## config.mk

```make
export PLATFORM = sky130hd
export DESIGN_NAME = logic_analyzer_cross_trigger
export DESIGN_NICKNAME = d
export VERILOG_FILES = /design/src/hdl/xtrig_pkg.sv /design/src/hdl/debug_hub_link.sv /design/src/hdl/logic_analyzer_cross_trigger.sv
export SDC_FILE = /design/constraint.sdc
export NUM_CORES = 1
export LEC_CHECK = 0
export ABC_AREA = 1
export ABC_CLOCK_PERIOD_IN_PS = 1400
export BUFFER_PORTS_ARGS = -buffer_cell sky130_fd_sc_hd__buf_2
export CAP_MARGIN = 10
export CORE_ASPECT_RATIO = 1.2
export CORE_MARGIN = 3
export CORE_UTILIZATION = 30
export DETAILED_ROUTE_END_ITERATION = 10
export GPL_TIMING_DRIVEN = 0
export MAX_ROUTING_LAYER = met4
export PLACE_DENSITY = 0.54
export SETUP_SLACK_MARGIN = 0.15
export SYNTH_ARGS = -nofsm -noshare
export SYNTH_HDL_FRONTEND = slang
export SYNTH_HIERARCHICAL = 1
export SYNTH_SLANG_ARGS = --single-unit
export TNS_END_PERCENT = 100
```

## constraint.sdc

```tcl
create_clock -name ref_clk -period 1.4 [get_ports ref_clk]
set_input_delay 0.42 -clock ref_clk [delete_from_list [all_inputs] [get_ports ref_clk]]
set_output_delay 0.42 -clock ref_clk [all_outputs]
set_load 0.005 [all_outputs]
```

## src/hdl/xtrig_pkg.sv

```systemverilog
// Constants shared by the cross-trigger capture core and its hub
package xtrig_pkg;
  // Sample clock rate in hertz
  localparam int unsigned SAMPLE_CLOCK_HZ     = 50_000_000;
  // Delay from trigger input to its acknowledge, in sample cycles
  localparam int unsigned IN_ACK_DELAY        = 1;
  // Delay from trigger event to trigger output, in sample cycles
  localparam int unsigned OUT_DELAY           = 9;
  // Hub target rate in hertz and default incoming hub clock rate
  localparam int unsigned HUB_TARGET_HZ       = 100_000_000;
  localparam int unsigned HUB_INPUT_FREQ_HZ   = 200_000_000;
  // Default user chain index for the hub
  localparam logic [2:0]  USER_CHAIN_DEFAULT  = 3'h1;
  // Width of the parallel word the hub moves to a core
  localparam int unsigned HUB_WORD_W          = 16;
  // Shift count width for the serial word
  localparam int unsigned HUB_CNT_W           = 4;
  // Delay counter width (covers OUT_DELAY)
  localparam int unsigned DLY_W               = 4;
  localparam logic [DLY_W-1:0] DLY_RESET      = 4'h0;

  // Output trigger states
  typedef enum logic [1:0] {
    TO_IDLE  = 2'b00,
    TO_WAIT  = 2'b01,
    TO_HIGH  = 2'b10,
    TO_DONE  = 2'b11
  } trig_out_state_t;

  // Clock division ratio from input rate to target, at least one
  function automatic int unsigned hub_div(input int unsigned inHz);
    hub_div = (inHz <= HUB_TARGET_HZ) ? 1 :
              (inHz + HUB_TARGET_HZ - 1) / HUB_TARGET_HZ;
  endfunction : hub_div
endpackage : xtrig_pkg

```

## src/hdl/debug_hub_link.sv

```systemverilog
// Hub bridge from the user scan chain to a parallel word for the core
module debug_hub_link
  import xtrig_pkg::*;
#(
  parameter logic [2:0]  USER_CHAIN          = xtrig_pkg::USER_CHAIN_DEFAULT,
  parameter bit          ENABLE_CLK_DIVIDER  = 1'b0,
  parameter int unsigned hub_input_frequency = xtrig_pkg::HUB_INPUT_FREQ_HZ
) (
  input  wire logic                  ref_clk,
  input  wire logic                  sys_rst,
  input  wire logic [2:0]            scanSelect,
  input  wire logic                  scanShift,
  input  wire logic                  scanTdi,
  input  wire logic                  scanUpdate,
  output logic                       scanTdo,
  output logic                       hubTick,
  output logic [xtrig_pkg::HUB_WORD_W-1:0] hubWord,
  output logic                       hubWordValid,
  input  wire logic [xtrig_pkg::HUB_WORD_W-1:0] coreStatus
);
  localparam int unsigned DIV = hub_div(hub_input_frequency);
  localparam int unsigned DIV_N = ENABLE_CLK_DIVIDER ? DIV : 1;
  localparam logic [7:0] DIV_LAST = 8'(DIV_N - 1);

  logic [7:0]            divCnt_reg, divCnt_next;
  logic                  tick_reg, tick_next;
  logic [HUB_WORD_W-1:0] shift_reg, shift_next;
  logic [HUB_WORD_W-1:0] word_reg, word_next;
  logic                  valid_reg, valid_next;
  logic                  tdo_reg, tdo_next;
  logic                  chainHit;

  //////////////////////////////////////////////////////////////////////////
  // Only answer on our own user chain
  assign chainHit = (scanSelect == USER_CHAIN);

  always_comb begin
    divCnt_next = (divCnt_reg == DIV_LAST) ? 8'h00 : divCnt_reg + 8'h01;
    tick_next   = (divCnt_reg == DIV_LAST);
  end

  always_comb begin
    shift_next = shift_reg;
    word_next  = word_reg;
    valid_next = 1'b0;
    tdo_next   = tdo_reg;
    if (tick_reg && chainHit) begin
      if (scanShift) begin
        shift_next = {scanTdi, shift_reg[HUB_WORD_W-1:1]};
        tdo_next   = shift_reg[0];
      end else if (scanUpdate) begin
        word_next  = shift_reg;
        valid_next = 1'b1;
        shift_next = coreStatus;           // Capture status for read back
      end
    end
  end

  always_ff @(posedge ref_clk) begin
    if (sys_rst) begin
      divCnt_reg <= 8'h00;
      tick_reg   <= 1'b0;
      shift_reg  <= '0;
      word_reg   <= '0;
      valid_reg  <= 1'b0;
      tdo_reg    <= 1'b0;
    end else begin
      divCnt_reg <= divCnt_next;
      tick_reg   <= tick_next;
      shift_reg  <= shift_next;
      word_reg   <= word_next;
      valid_reg  <= valid_next;
      tdo_reg    <= tdo_next;
    end
  end

  assign scanTdo      = tdo_reg;
  assign hubTick      = tick_reg;
  assign hubWord      = word_reg;
  assign hubWordValid = valid_reg;
endmodule : debug_hub_link

```

## src/hdl/logic_analyzer_cross_trigger.sv

```systemverilog
// Capture core cross-trigger handshake with its hub bridge
module logic_analyzer_cross_trigger
  import xtrig_pkg::*;
#(
  // Default chain, override to avoid conflicts
  parameter logic [2:0]  USER_CHAIN          = xtrig_pkg::USER_CHAIN_DEFAULT,
  parameter bit          ENABLE_CLK_DIVIDER  = 1'b0,
  parameter int unsigned hub_input_frequency = xtrig_pkg::HUB_INPUT_FREQ_HZ
) (
  input  wire logic                  ref_clk,
  input  wire logic                  sys_rst,
  input  wire logic                  armReq,
  input  wire logic                  trigCond,
  input  wire logic                  trigIn,
  output logic                       trigInAck,
  output logic                       trigOut,
  input  wire logic                  trigOutAck,
  output logic                       armed,
  output logic                       triggered,
  input  wire logic [2:0]            scanSelect,
  input  wire logic                  scanShift,
  input  wire logic                  scanTdi,
  input  wire logic                  scanUpdate,
  output logic                       scanTdo
);
  import xtrig_pkg::*;

  localparam logic [DLY_W-1:0] OUT_LAST = DLY_W'(OUT_DELAY - 1);

  trig_out_state_t       state_reg, state_next;
  logic                  inAck_reg, inAck_next;
  logic                  trigOut_reg, trigOut_next;
  logic [DLY_W-1:0]      dly_reg, dly_next;
  logic                  armed_reg, armed_next;
  logic                  trigd_reg, trigd_next;
  logic                  useIn_reg, useIn_next;
  logic                  hubArm, hubUseIn, hubDisarm;
  logic                  hubTick;
  logic [HUB_WORD_W-1:0] hubWord;
  logic                  hubWordValid;
  logic [HUB_WORD_W-1:0] coreStatus;
  logic                  fireEvent;
  logic                  rearm;

  //////////////////////////////////////////////////////////////////////////
  // Hub bridge instance, divider and chain settings passed down
  debug_hub_link #(
    .USER_CHAIN          (USER_CHAIN),
    .ENABLE_CLK_DIVIDER  (ENABLE_CLK_DIVIDER),
    .hub_input_frequency (hub_input_frequency)
  ) u_hub (
    .ref_clk      (ref_clk),
    .sys_rst      (sys_rst),
    .scanSelect   (scanSelect),
    .scanShift    (scanShift),
    .scanTdi      (scanTdi),
    .scanUpdate   (scanUpdate),
    .scanTdo      (scanTdo),
    .hubTick      (hubTick),
    .hubWord      (hubWord),
    .hubWordValid (hubWordValid),
    .coreStatus   (coreStatus)
  );

  // Hub command word: bit0 arm, bit1 enable trigger input, bit2 disarm
  assign hubArm    = hubWordValid & hubWord[0];
  assign hubUseIn  = hubWord[1];
  assign hubDisarm = hubWordValid & hubWord[2];
  assign rearm     = armReq | hubArm;

  // Status returned through the hub
  assign coreStatus = {{(HUB_WORD_W-6){1'b0}}, hubTick, useIn_reg,
                       trigOut_reg, inAck_reg, trigd_reg, armed_reg};

  //////////////////////////////////////////////////////////////////////////
  // Event when armed and input used or own condition true
  assign fireEvent = armed_reg & ((useIn_reg & trigIn) | trigCond);

  // Input acknowledge tracking
  always_comb begin
    inAck_next = inAck_reg;
    if (trigIn)
      inAck_next = 1'b1;
    else
      inAck_next = 1'b0;
  end

  // Arm and trigger-output sequencing
  always_comb begin
    state_next   = state_reg;
    dly_next     = dly_reg;
    armed_next   = armed_reg;
    trigd_next   = trigd_reg;
    trigOut_next = trigOut_reg;
    useIn_next   = hubWordValid ? hubUseIn : useIn_reg;
    unique case (state_reg)
      TO_IDLE: begin
        if (fireEvent) begin
          state_next = TO_WAIT;
          dly_next   = DLY_RESET;
          armed_next = 1'b0;
          trigd_next = 1'b1;
        end else if (hubDisarm) begin
          armed_next = 1'b0;
        end else if (rearm) begin
          armed_next = 1'b1;
        end
      end
      TO_WAIT: begin
        dly_next = dly_reg + 4'h1;
        if (dly_reg == OUT_LAST) begin
          trigOut_next = 1'b1;
          state_next   = TO_HIGH;
        end
      end
      TO_HIGH: begin
        if (trigOutAck) begin
          trigOut_next = 1'b0;
          state_next   = TO_DONE;
        end else if (rearm) begin
          trigOut_next = 1'b0;
          armed_next   = 1'b1;
          trigd_next   = 1'b0;
          state_next   = TO_IDLE;
        end
      end
      TO_DONE: begin
        if (rearm) begin
          armed_next = 1'b1;
          trigd_next = 1'b0;
          state_next = TO_IDLE;
        end
      end
    endcase
  end

  // Registers on the free-running sample clock
  always_ff @(posedge ref_clk) begin
    if (sys_rst) begin
      state_reg   <= TO_IDLE;
      inAck_reg   <= 1'b0;
      trigOut_reg <= 1'b0;
      dly_reg     <= DLY_RESET;
      armed_reg   <= 1'b0;
      trigd_reg   <= 1'b0;
      useIn_reg   <= 1'b1;
    end else begin
      state_reg   <= state_next;
      inAck_reg   <= inAck_next;
      trigOut_reg <= trigOut_next;
      dly_reg     <= dly_next;
      armed_reg   <= armed_next;
      trigd_reg   <= trigd_next;
      useIn_reg   <= useIn_next;
    end
  end

  assign trigInAck = inAck_reg;
  assign trigOut   = trigOut_reg;
  assign armed     = armed_reg;
  assign triggered = trigd_reg;
endmodule : logic_analyzer_cross_trigger

```

== Word-level counts from Yosys, hierarchy flattened ==
Cells that the tools add are included.
W data, S select, Z words.

* Register bits after elaboration: 41
* Bits of input ports: 12
* Output and inout port bits: 5
* Logic and storage cells: 73

* Add/sub/neg operators: 2
* Equality and inequality tests: 9
* Multiplexer cells: 24
* Bitwise operators: 8
* Reductions and logical operators: 17

{| class="wikitable"
|+ Operator list
! cell !! count
|-
| $mux W16 || 2
|-
| $mux W1 || 12
|-
| $reduce_and A2 Y1 || 5
|-
| $reduce_and A3 Y1 || 3
|-
| $add A8 B1 Y8 const B || 1
|-
| $logic_not A8 Y1 || 1
|-
| $mux W2 || 4
|-
| $pmux W2 S4 || 1
|-
| $pmux W4 S2 || 1
|-
| $ne A2 B2 Y1 const B || 3
|-
| $pmux W1 S3 || 2
|-
| $reduce_bool A2 Y1 || 3
|-
| $add A4 B1 Y4 const B || 1
|-
| $and A1 B1 Y1 || 4
|-
| $eq A2 B2 Y1 const B || 2
|-
| $eq A4 B4 Y1 const B || 1
|-
| $mux W4 || 1
|-
| $eq A3 B1 Y1 const B || 1
|-
| $ne A3 B3 Y1 const B || 1
|-
| $reduce_bool A3 Y1 || 1
|-
| $reduce_or A3 Y1 || 1
|-
| $eq A2 B1 Y1 const B || 1
|-
| $logic_not A2 Y1 || 1
|-
| $not A1 Y1 || 2
|-
| 4 further kinds || 5
|}

== Logic depth before layout (Yosys ltp) ==
Gate-level depths: netlist (run 1).

* Depth after elaboration: 6
* Depth in mapped cells: 7
* Mapped depth without buffers: 7

== Cells and area by module ==
Netlist (run 1), hierarchy kept.

{| class="wikitable"
|+ Modules (own cells, without submodules)
! module !! instances !! cells each !! area an instance (sq um) !! sequential area each (sq um)
|-
| debug_hub_link || 1 || 320 || 2034.5 || 860.8
|-
| logic_analyzer_cross_trigger || 1 || 80 || 570.5 || 220.2
|}

== Worst setup path before layout (run 1) ==
Ideal clock, no wire load.

* Kind: input port to flip-flop
* From: input port scanSelect[0]
* To: register u_hub/hubWord[10] (netlist name)
* Setup time: 113 ps
* Data arrival time: 1049 ps
* Data required time: 1287 ps
* Slack: 238 ps
* Stages: 6
* Buffers on the path: 1
* Path through: nand2_1 -> inv_1 -> nand3_2 -> buf_2 -> nor2_1 -> nor2_1

{| class="wikitable"
|+ RTL lines
! what !! line !! text
|-
| from (decl) || logic_analyzer_cross_trigger.sv:20 || <nowiki>input wire logic [2:0] scanSelect,</nowiki>
|}

== Final worst setup path (run 1) ==
* From: register armed_reg (netlist: armed)
* To: output port armed

{| class="wikitable"
|+ RTL lines
! what !! line !! text
|-
| from (decl) || logic_analyzer_cross_trigger.sv:34 || <nowiki>logic armed_reg, armed_next;</nowiki>
|-
| from (signal assigned) || logic_analyzer_cross_trigger.sv:152 || <nowiki>armed_reg <= armed_next;</nowiki>
|-
| to (decl) || logic_analyzer_cross_trigger.sv:18 || <nowiki>output logic armed,</nowiki>
|}

No word-level cell between the ends.

==> reports/metrics.yaml, run 1 <==
status:
  status: "finished, final reports clean"
grt:
  grt_max_degree: 13
  use_met3_pct: 2.88
  grt_first_pass_wirelength_mm: 7.53
  top_usage_layer: "met2"
  antenna_found_initial: 0
  grt.total_usage_pct: 12.1
  grt_pass1_vias: 1731
  grt_use_met1_pct: 15.6
  met2_usage_pct: 18.5
  grt_overflow: 0
placed_design:
  port_buffers: 16
  place_congestion: 0.856
  dp_cells: 432
  postPlaceCellArea_um2: 2320
  place_ws_ps: 21.7
  dpl.hpwl_mm: 3.06
floorplan:
  die_h_um: 97.7
  die_area_um2: 8050
  initial_core_util_pct: 31.8
  dieWidth_um: 82.4
  io_pins: 17
  num_rows: 32
  core_um2: 6610
setup_path:
  reg2reg_from: "dly_reg[0]$_SDFFE_PP0P_"
  worstPathMaxFanout: 5
  r2r_setup_slack_ps: 250
  critPathTopFamily: "flip-flops"
  r2r_end: "state_reg[1]$_SDFFE_PP0P_"
  cpPeakStageDelay_ps: 370
  arrival_ps: 790
  slowest_stage: "dfxtp_4"
  ff2ff_path_depth: 5
  endpoint_kind: "output pin"
  critPathLaunchType: "register"
  crit_type: "register to output pin"
  critical_path_buf_inv_count: 1
  cp_cell_sequence: "buf_2"
  required_ps: 980
final_layout:
  syn2layout_area_growth_pct: 16.7
  largest_reg_flops: 16
  antennaDiodeCount: 0
  drive_gt1_share_pct: 14.9
  finalNonFillerCells: 440
  utilization_pct: 37.1
  design_area_um2: 2450
  nets: 370
route:
  drtIter0Drc: 53
  finalWirelength_mm: 4.33
  ant_nets: 0
  wl_per_cell_um: 9.83
  remaining_drc_errors: 0
  vias: 1880
  vias_per_cell: 4.27
  dr.pass1.iters: 4
power_and_ir_drop:
  p_leak_nw: 1.26
  peakVddDrop_uv: 426
  power.total_mw: 2.68
  powerDensity_nw_per_um2: 1090
clock_network:
  tritoncts: "built"
  clock-root-buffer: "clkbuf_8"
  clk_pin_slew_ps: 80
  insertion_delay_ps: 290
  numCtsBuffers: 5
  clockBufferDepth: 2
  clock_sinks: 41
  ctsHoldBuffers: 0
  cts_max_level: 2
sta:
  max_freq_mhz: 829
  grt_setup_unrepaired: "false"
  hold_violations: 0
  holdWs_ps: 351
  period_needed_ps: 1210
  setup_ws_ps: 193
  finalCritPeriodShare_pct: 86.2
  drv_slew: 0
  fin_worst_skew_ps: 8.29
  fin_setup_tns_ps: 0
  setup_viol: 0
min_path:
  worstHoldStart: "trigIn"
  min_delay_path_depth: 3
  min_path_type: "primary input to register"
  min_to: "trigInAck$_SDFF_PP0_"
yosys:
  synthCells: 322
  avgSynthCellArea_um2: 6.52
  ys_warn_count: 6
  syn_area_um2: 2100
job:
  maxCapViolations: 0
[layout by cell type (no fill, tap or decap)]
master and count:
inv_1 45, a21boi_0 1, clkbuf_8 6, nand3_4 1
o21ai_0 21, nor2_1 60, dfxtp_4 1, buf_2 22
a21oi_1 11, xnor2_1 1, nand2_4 3, nand3_1 15
nand3b_1 1, nand2_2 1, ha_1 4, conb_1 10
inv_2 3, bufinv_16 1, buf_6 4, clkbuf_2 1
nand4_1 4, nand2_1 89, inv_4 1, nor2_4 1
clkbuf_1 3, nand3_2 4, and3_2 1, dfxtp_1 37
dfxtp_2 3
[cell type report]
type,instances,area [um^2]
Buffer,13,87.6
Tap cell,85,106
Timing Repair Buffer,16,80.1
Sequential cell,41,828
Clock buffer,7,86.3
Inverter,49,186
Fill cell,745,4150
Multi-Input combinational cell,228,1050
Clock inverter,1,30.0
[what timing repair did]
item / 4_1_cts / 5_1_grt
resized for setup: 4 / 4
endpoints found under the setup margin: 6 / 7
setup buffers: 0 / 0
[worst max path at each step]
| stage | slack, ps | to | depth (start not counted) | startpoint |
|---|---|---|---|---|
| floorplan | 300 | u_hub/shift_reg[0]$_SDFFE_PP0P_ | 6 | scanSelect[0] |
| global placement | -8 | dly_reg[0]$_SDFFE_PP0P_ | 5 | sys_rst |
| detailed placement | 20 | u_hub/shift_reg[9]$_SDFFE_PP0P_ | 5 | sys_rst |
| CTS | 160 | armed | 1 | armed$_SDFFE_PP0P_ |
| global route | 160 | armed | 1 | armed$_SDFFE_PP0P_ |
| finish | 190 | armed | 1 | armed$_SDFFE_PP0P_ |
[worst reg2reg max path: stages, from the launching register on]
cell and delay (ps):
dfxtp_1 410, inv_1 70, ha_1 190, nand3_1 110, nand2_4 70, and3_2 190
[layer usage]
metal  share of wire, %  routed length (um)
met5                  0                   0
met4               0.97                  42
met3                3.4                 149
met2                 44                1920
met1                 51                2220
[power breakdown]
part	switching, mW	internal (mW)	total, mW
Clock	0.414	0.582	0.996
Sequential	0.0653	1.23	1.30
Combinational	0.235	0.152	0.388
Total	0.715	1.97	2.68
Power figures use the tool's default switching activity.
==> run 2, diff against run 1 <==
Settings changed: ABC_AREA 1 to unset, ABC_CLOCK_PERIOD_IN_PS 1400 to 1200, GPL_ROUTABILITY_DRIVEN set to 0.
Clock period 1.4 ns to 1.2 ns, I/O delays scaled along.
==> reports/metrics.yaml, run 2 <==
final_layout:
  design_area_um2: 2890
  final_cell_mix: "24 x dfxtp_1, 20 x a21oi_1, 17 x buf_2, 17 x a211oi_2, 17 x mux2i_1"
  nets: 283
  syn2layout_area_growth_pct: 42.5
  final_common_cell: "dfxtp_1"
  drive_gt1_share_pct: 51.5
  antennaDiodeCount: 0
  largest_reg_flops: 16
setup_path:
  crit_type: "register to register"
  required_ps: 1420
  arrival_ps: 1490
  crit_top_cell: "buf_6"
  slowest_stage: "dfxtp_2"
  endpoint_kind: "register"
  cpPeakStageDelay_ps: 330
  cp_cell_sequence: "and4bb_1 > buf_6 > and2_4 > buf_6 > buf_4 > a211oi_2"
  worstPathMaxFanout: 4
  critPathLaunchType: "register"
yosys:
  syn_area_um2: 2020
  ys_warn_count: 6
  avgSynthCellArea_um2: 9.46
  synthCells: 214
sta:
  period_needed_ps: 1280
  max_freq_mhz: 783
  finalCritPeriodShare_pct: 106
  hold_violations: 0
  drv_slew: 0
  fin_worst_skew_ps: 6.07
  setup_viol: 16
  setup_ws_ps: -77.9
  grt_setup_unrepaired: "true"
power_and_ir_drop:
  powerDensity_nw_per_um2: 1000
  power.total_mw: 2.90
  peakVddDrop_uv: 492
  p_leak_nw: 1.08
placed_design:
  dpl.hpwl_mm: 3.03
  port_buffers: 16
  postPlaceCellArea_um2: 2310
grt:
  grt.total_usage_pct: 13.4
  grt_pass1_vias: 1678
  grt_overflow: 0
  grt_first_pass_wirelength_mm: 7.93
  antenna_found_initial: 0
  grt_max_degree: 13
clock_network:
  tritoncts: "built"
  clock-root-buffer: "clkbuf_8"
  cts_max_level: 2
  numCtsBuffers: 5
  clock_sinks: 41
  insertion_delay_ps: 290
  ctsHoldBuffers: 0
  clockBufferDepth: 2
  clk_pin_slew_ps: 80
job:
  maxCapViolations: 0
route:
  wl_per_cell_um: 13.4
  remaining_drc_errors: 0
  vias_per_cell: 4.89
  vias: 1725
  drtIter0Drc: 81
  finalWirelength_mm: 4.73
  ant_nets: 0
  dr.pass1.iters: 4
floorplan:
  die_h_um: 96.0
  num_rows: 32
  core_um2: 6490
  dieWidth_um: 81.0
  initial_core_util_pct: 31.2
  die_area_um2: 7770
  io_pins: 17
status:
  status: "finished, violations left"
  violations: "setup timing"
min_path:
  min_path_type: "primary input to register"
-- run 2: report_power, final --
part	switching, mW	total (mW)	internal, mW	leakage, nW
registers	0.0298	1.43	1.40	0.341
clock network	0.483	1.00	0.520	0.0542
logic	0.231	0.468	0.237	0.685
total	0.744	2.90	2.15	1.08
-- run 2: path summary, 6_finish.rpt --
check	slack, ps	from	cells after the start	end
max	-80	u_hub/hubTick$_SDFF_PP0_	6	u_hub/shift_reg[4]$_SDFFE_PP0P_
min	360	trigIn	2	trigInAck$_SDFF_PP0_
max reg2reg	-80	u_hub/hubTick$_SDFF_PP0_	6	u_hub/shift_reg[4]$_SDFFE_PP0P_
min reg2reg	480	u_hub/divCnt_reg[0]$_SDFF_PP0_	1	u_hub/divCnt_reg[0]$_SDFF_PP0_
-- run 2: metrics by stage --
step	util [%]	TNS (ps)	cells	hold WS, ps	setup slack, ps
2_1_floorplan	-	-1510	223	429	-138
3_3_place_gp	35.6	-6450	324	450	-336
3_5_place_dp	35.6	-6840	324	466	-350
4_1_cts	41.1	-1280	346	347	-106
5_1_grt	44.5	-2280	353	362	-145
6_report	44.5	-972	353	357	-77.9
-- run 2: cell type report --
class / count / area [um^2]
plain buffers: 20 / 168
clock buffers: 7 / 96.3
clock inverters: 1 / 5.00
fillers: 645 / 3600
inverters: 9 / 38.8
multi-input cells: 153 / 1320
flip-flops and latches: 41 / 852
well taps: 85 / 106
repair buffers: 37 / 304
-- run 2: what timing repair did --
item,4_1_cts,5_1_grt
buffers inserted,12,5
gates cloned,2,2
hold endpoints to repair,0,0
gates resized for setup,42,47
pin swaps,14,24
endpoints found under the setup margin,39,44
-- run 2: routing by layer --
layer / vias up / global-route usage [%] / wire, um / share of wire, %
li1: 871 / - / - / -
met1: 827 / 16.6 / 2280 / 48
met2: 20 / 21.6 / 2250 / 48
met3: 7 / 2.62 / 105 / 2.2
met4: 0 / 4.93 / 94 / 2.0
met5: - / - / 0 / 0
-- run 2: worst max-delay path, delay by kind of cell, from the launching register on --
| kind | cells | cell delay (ps) |
|---|---|---|
| AOI/OAI and AO/OA | 1 | 160 |
| DFF | 1 | 330 |
| and+or+nand+nor | 2 | 320 |
| buffers and inverters | 3 | 400 |
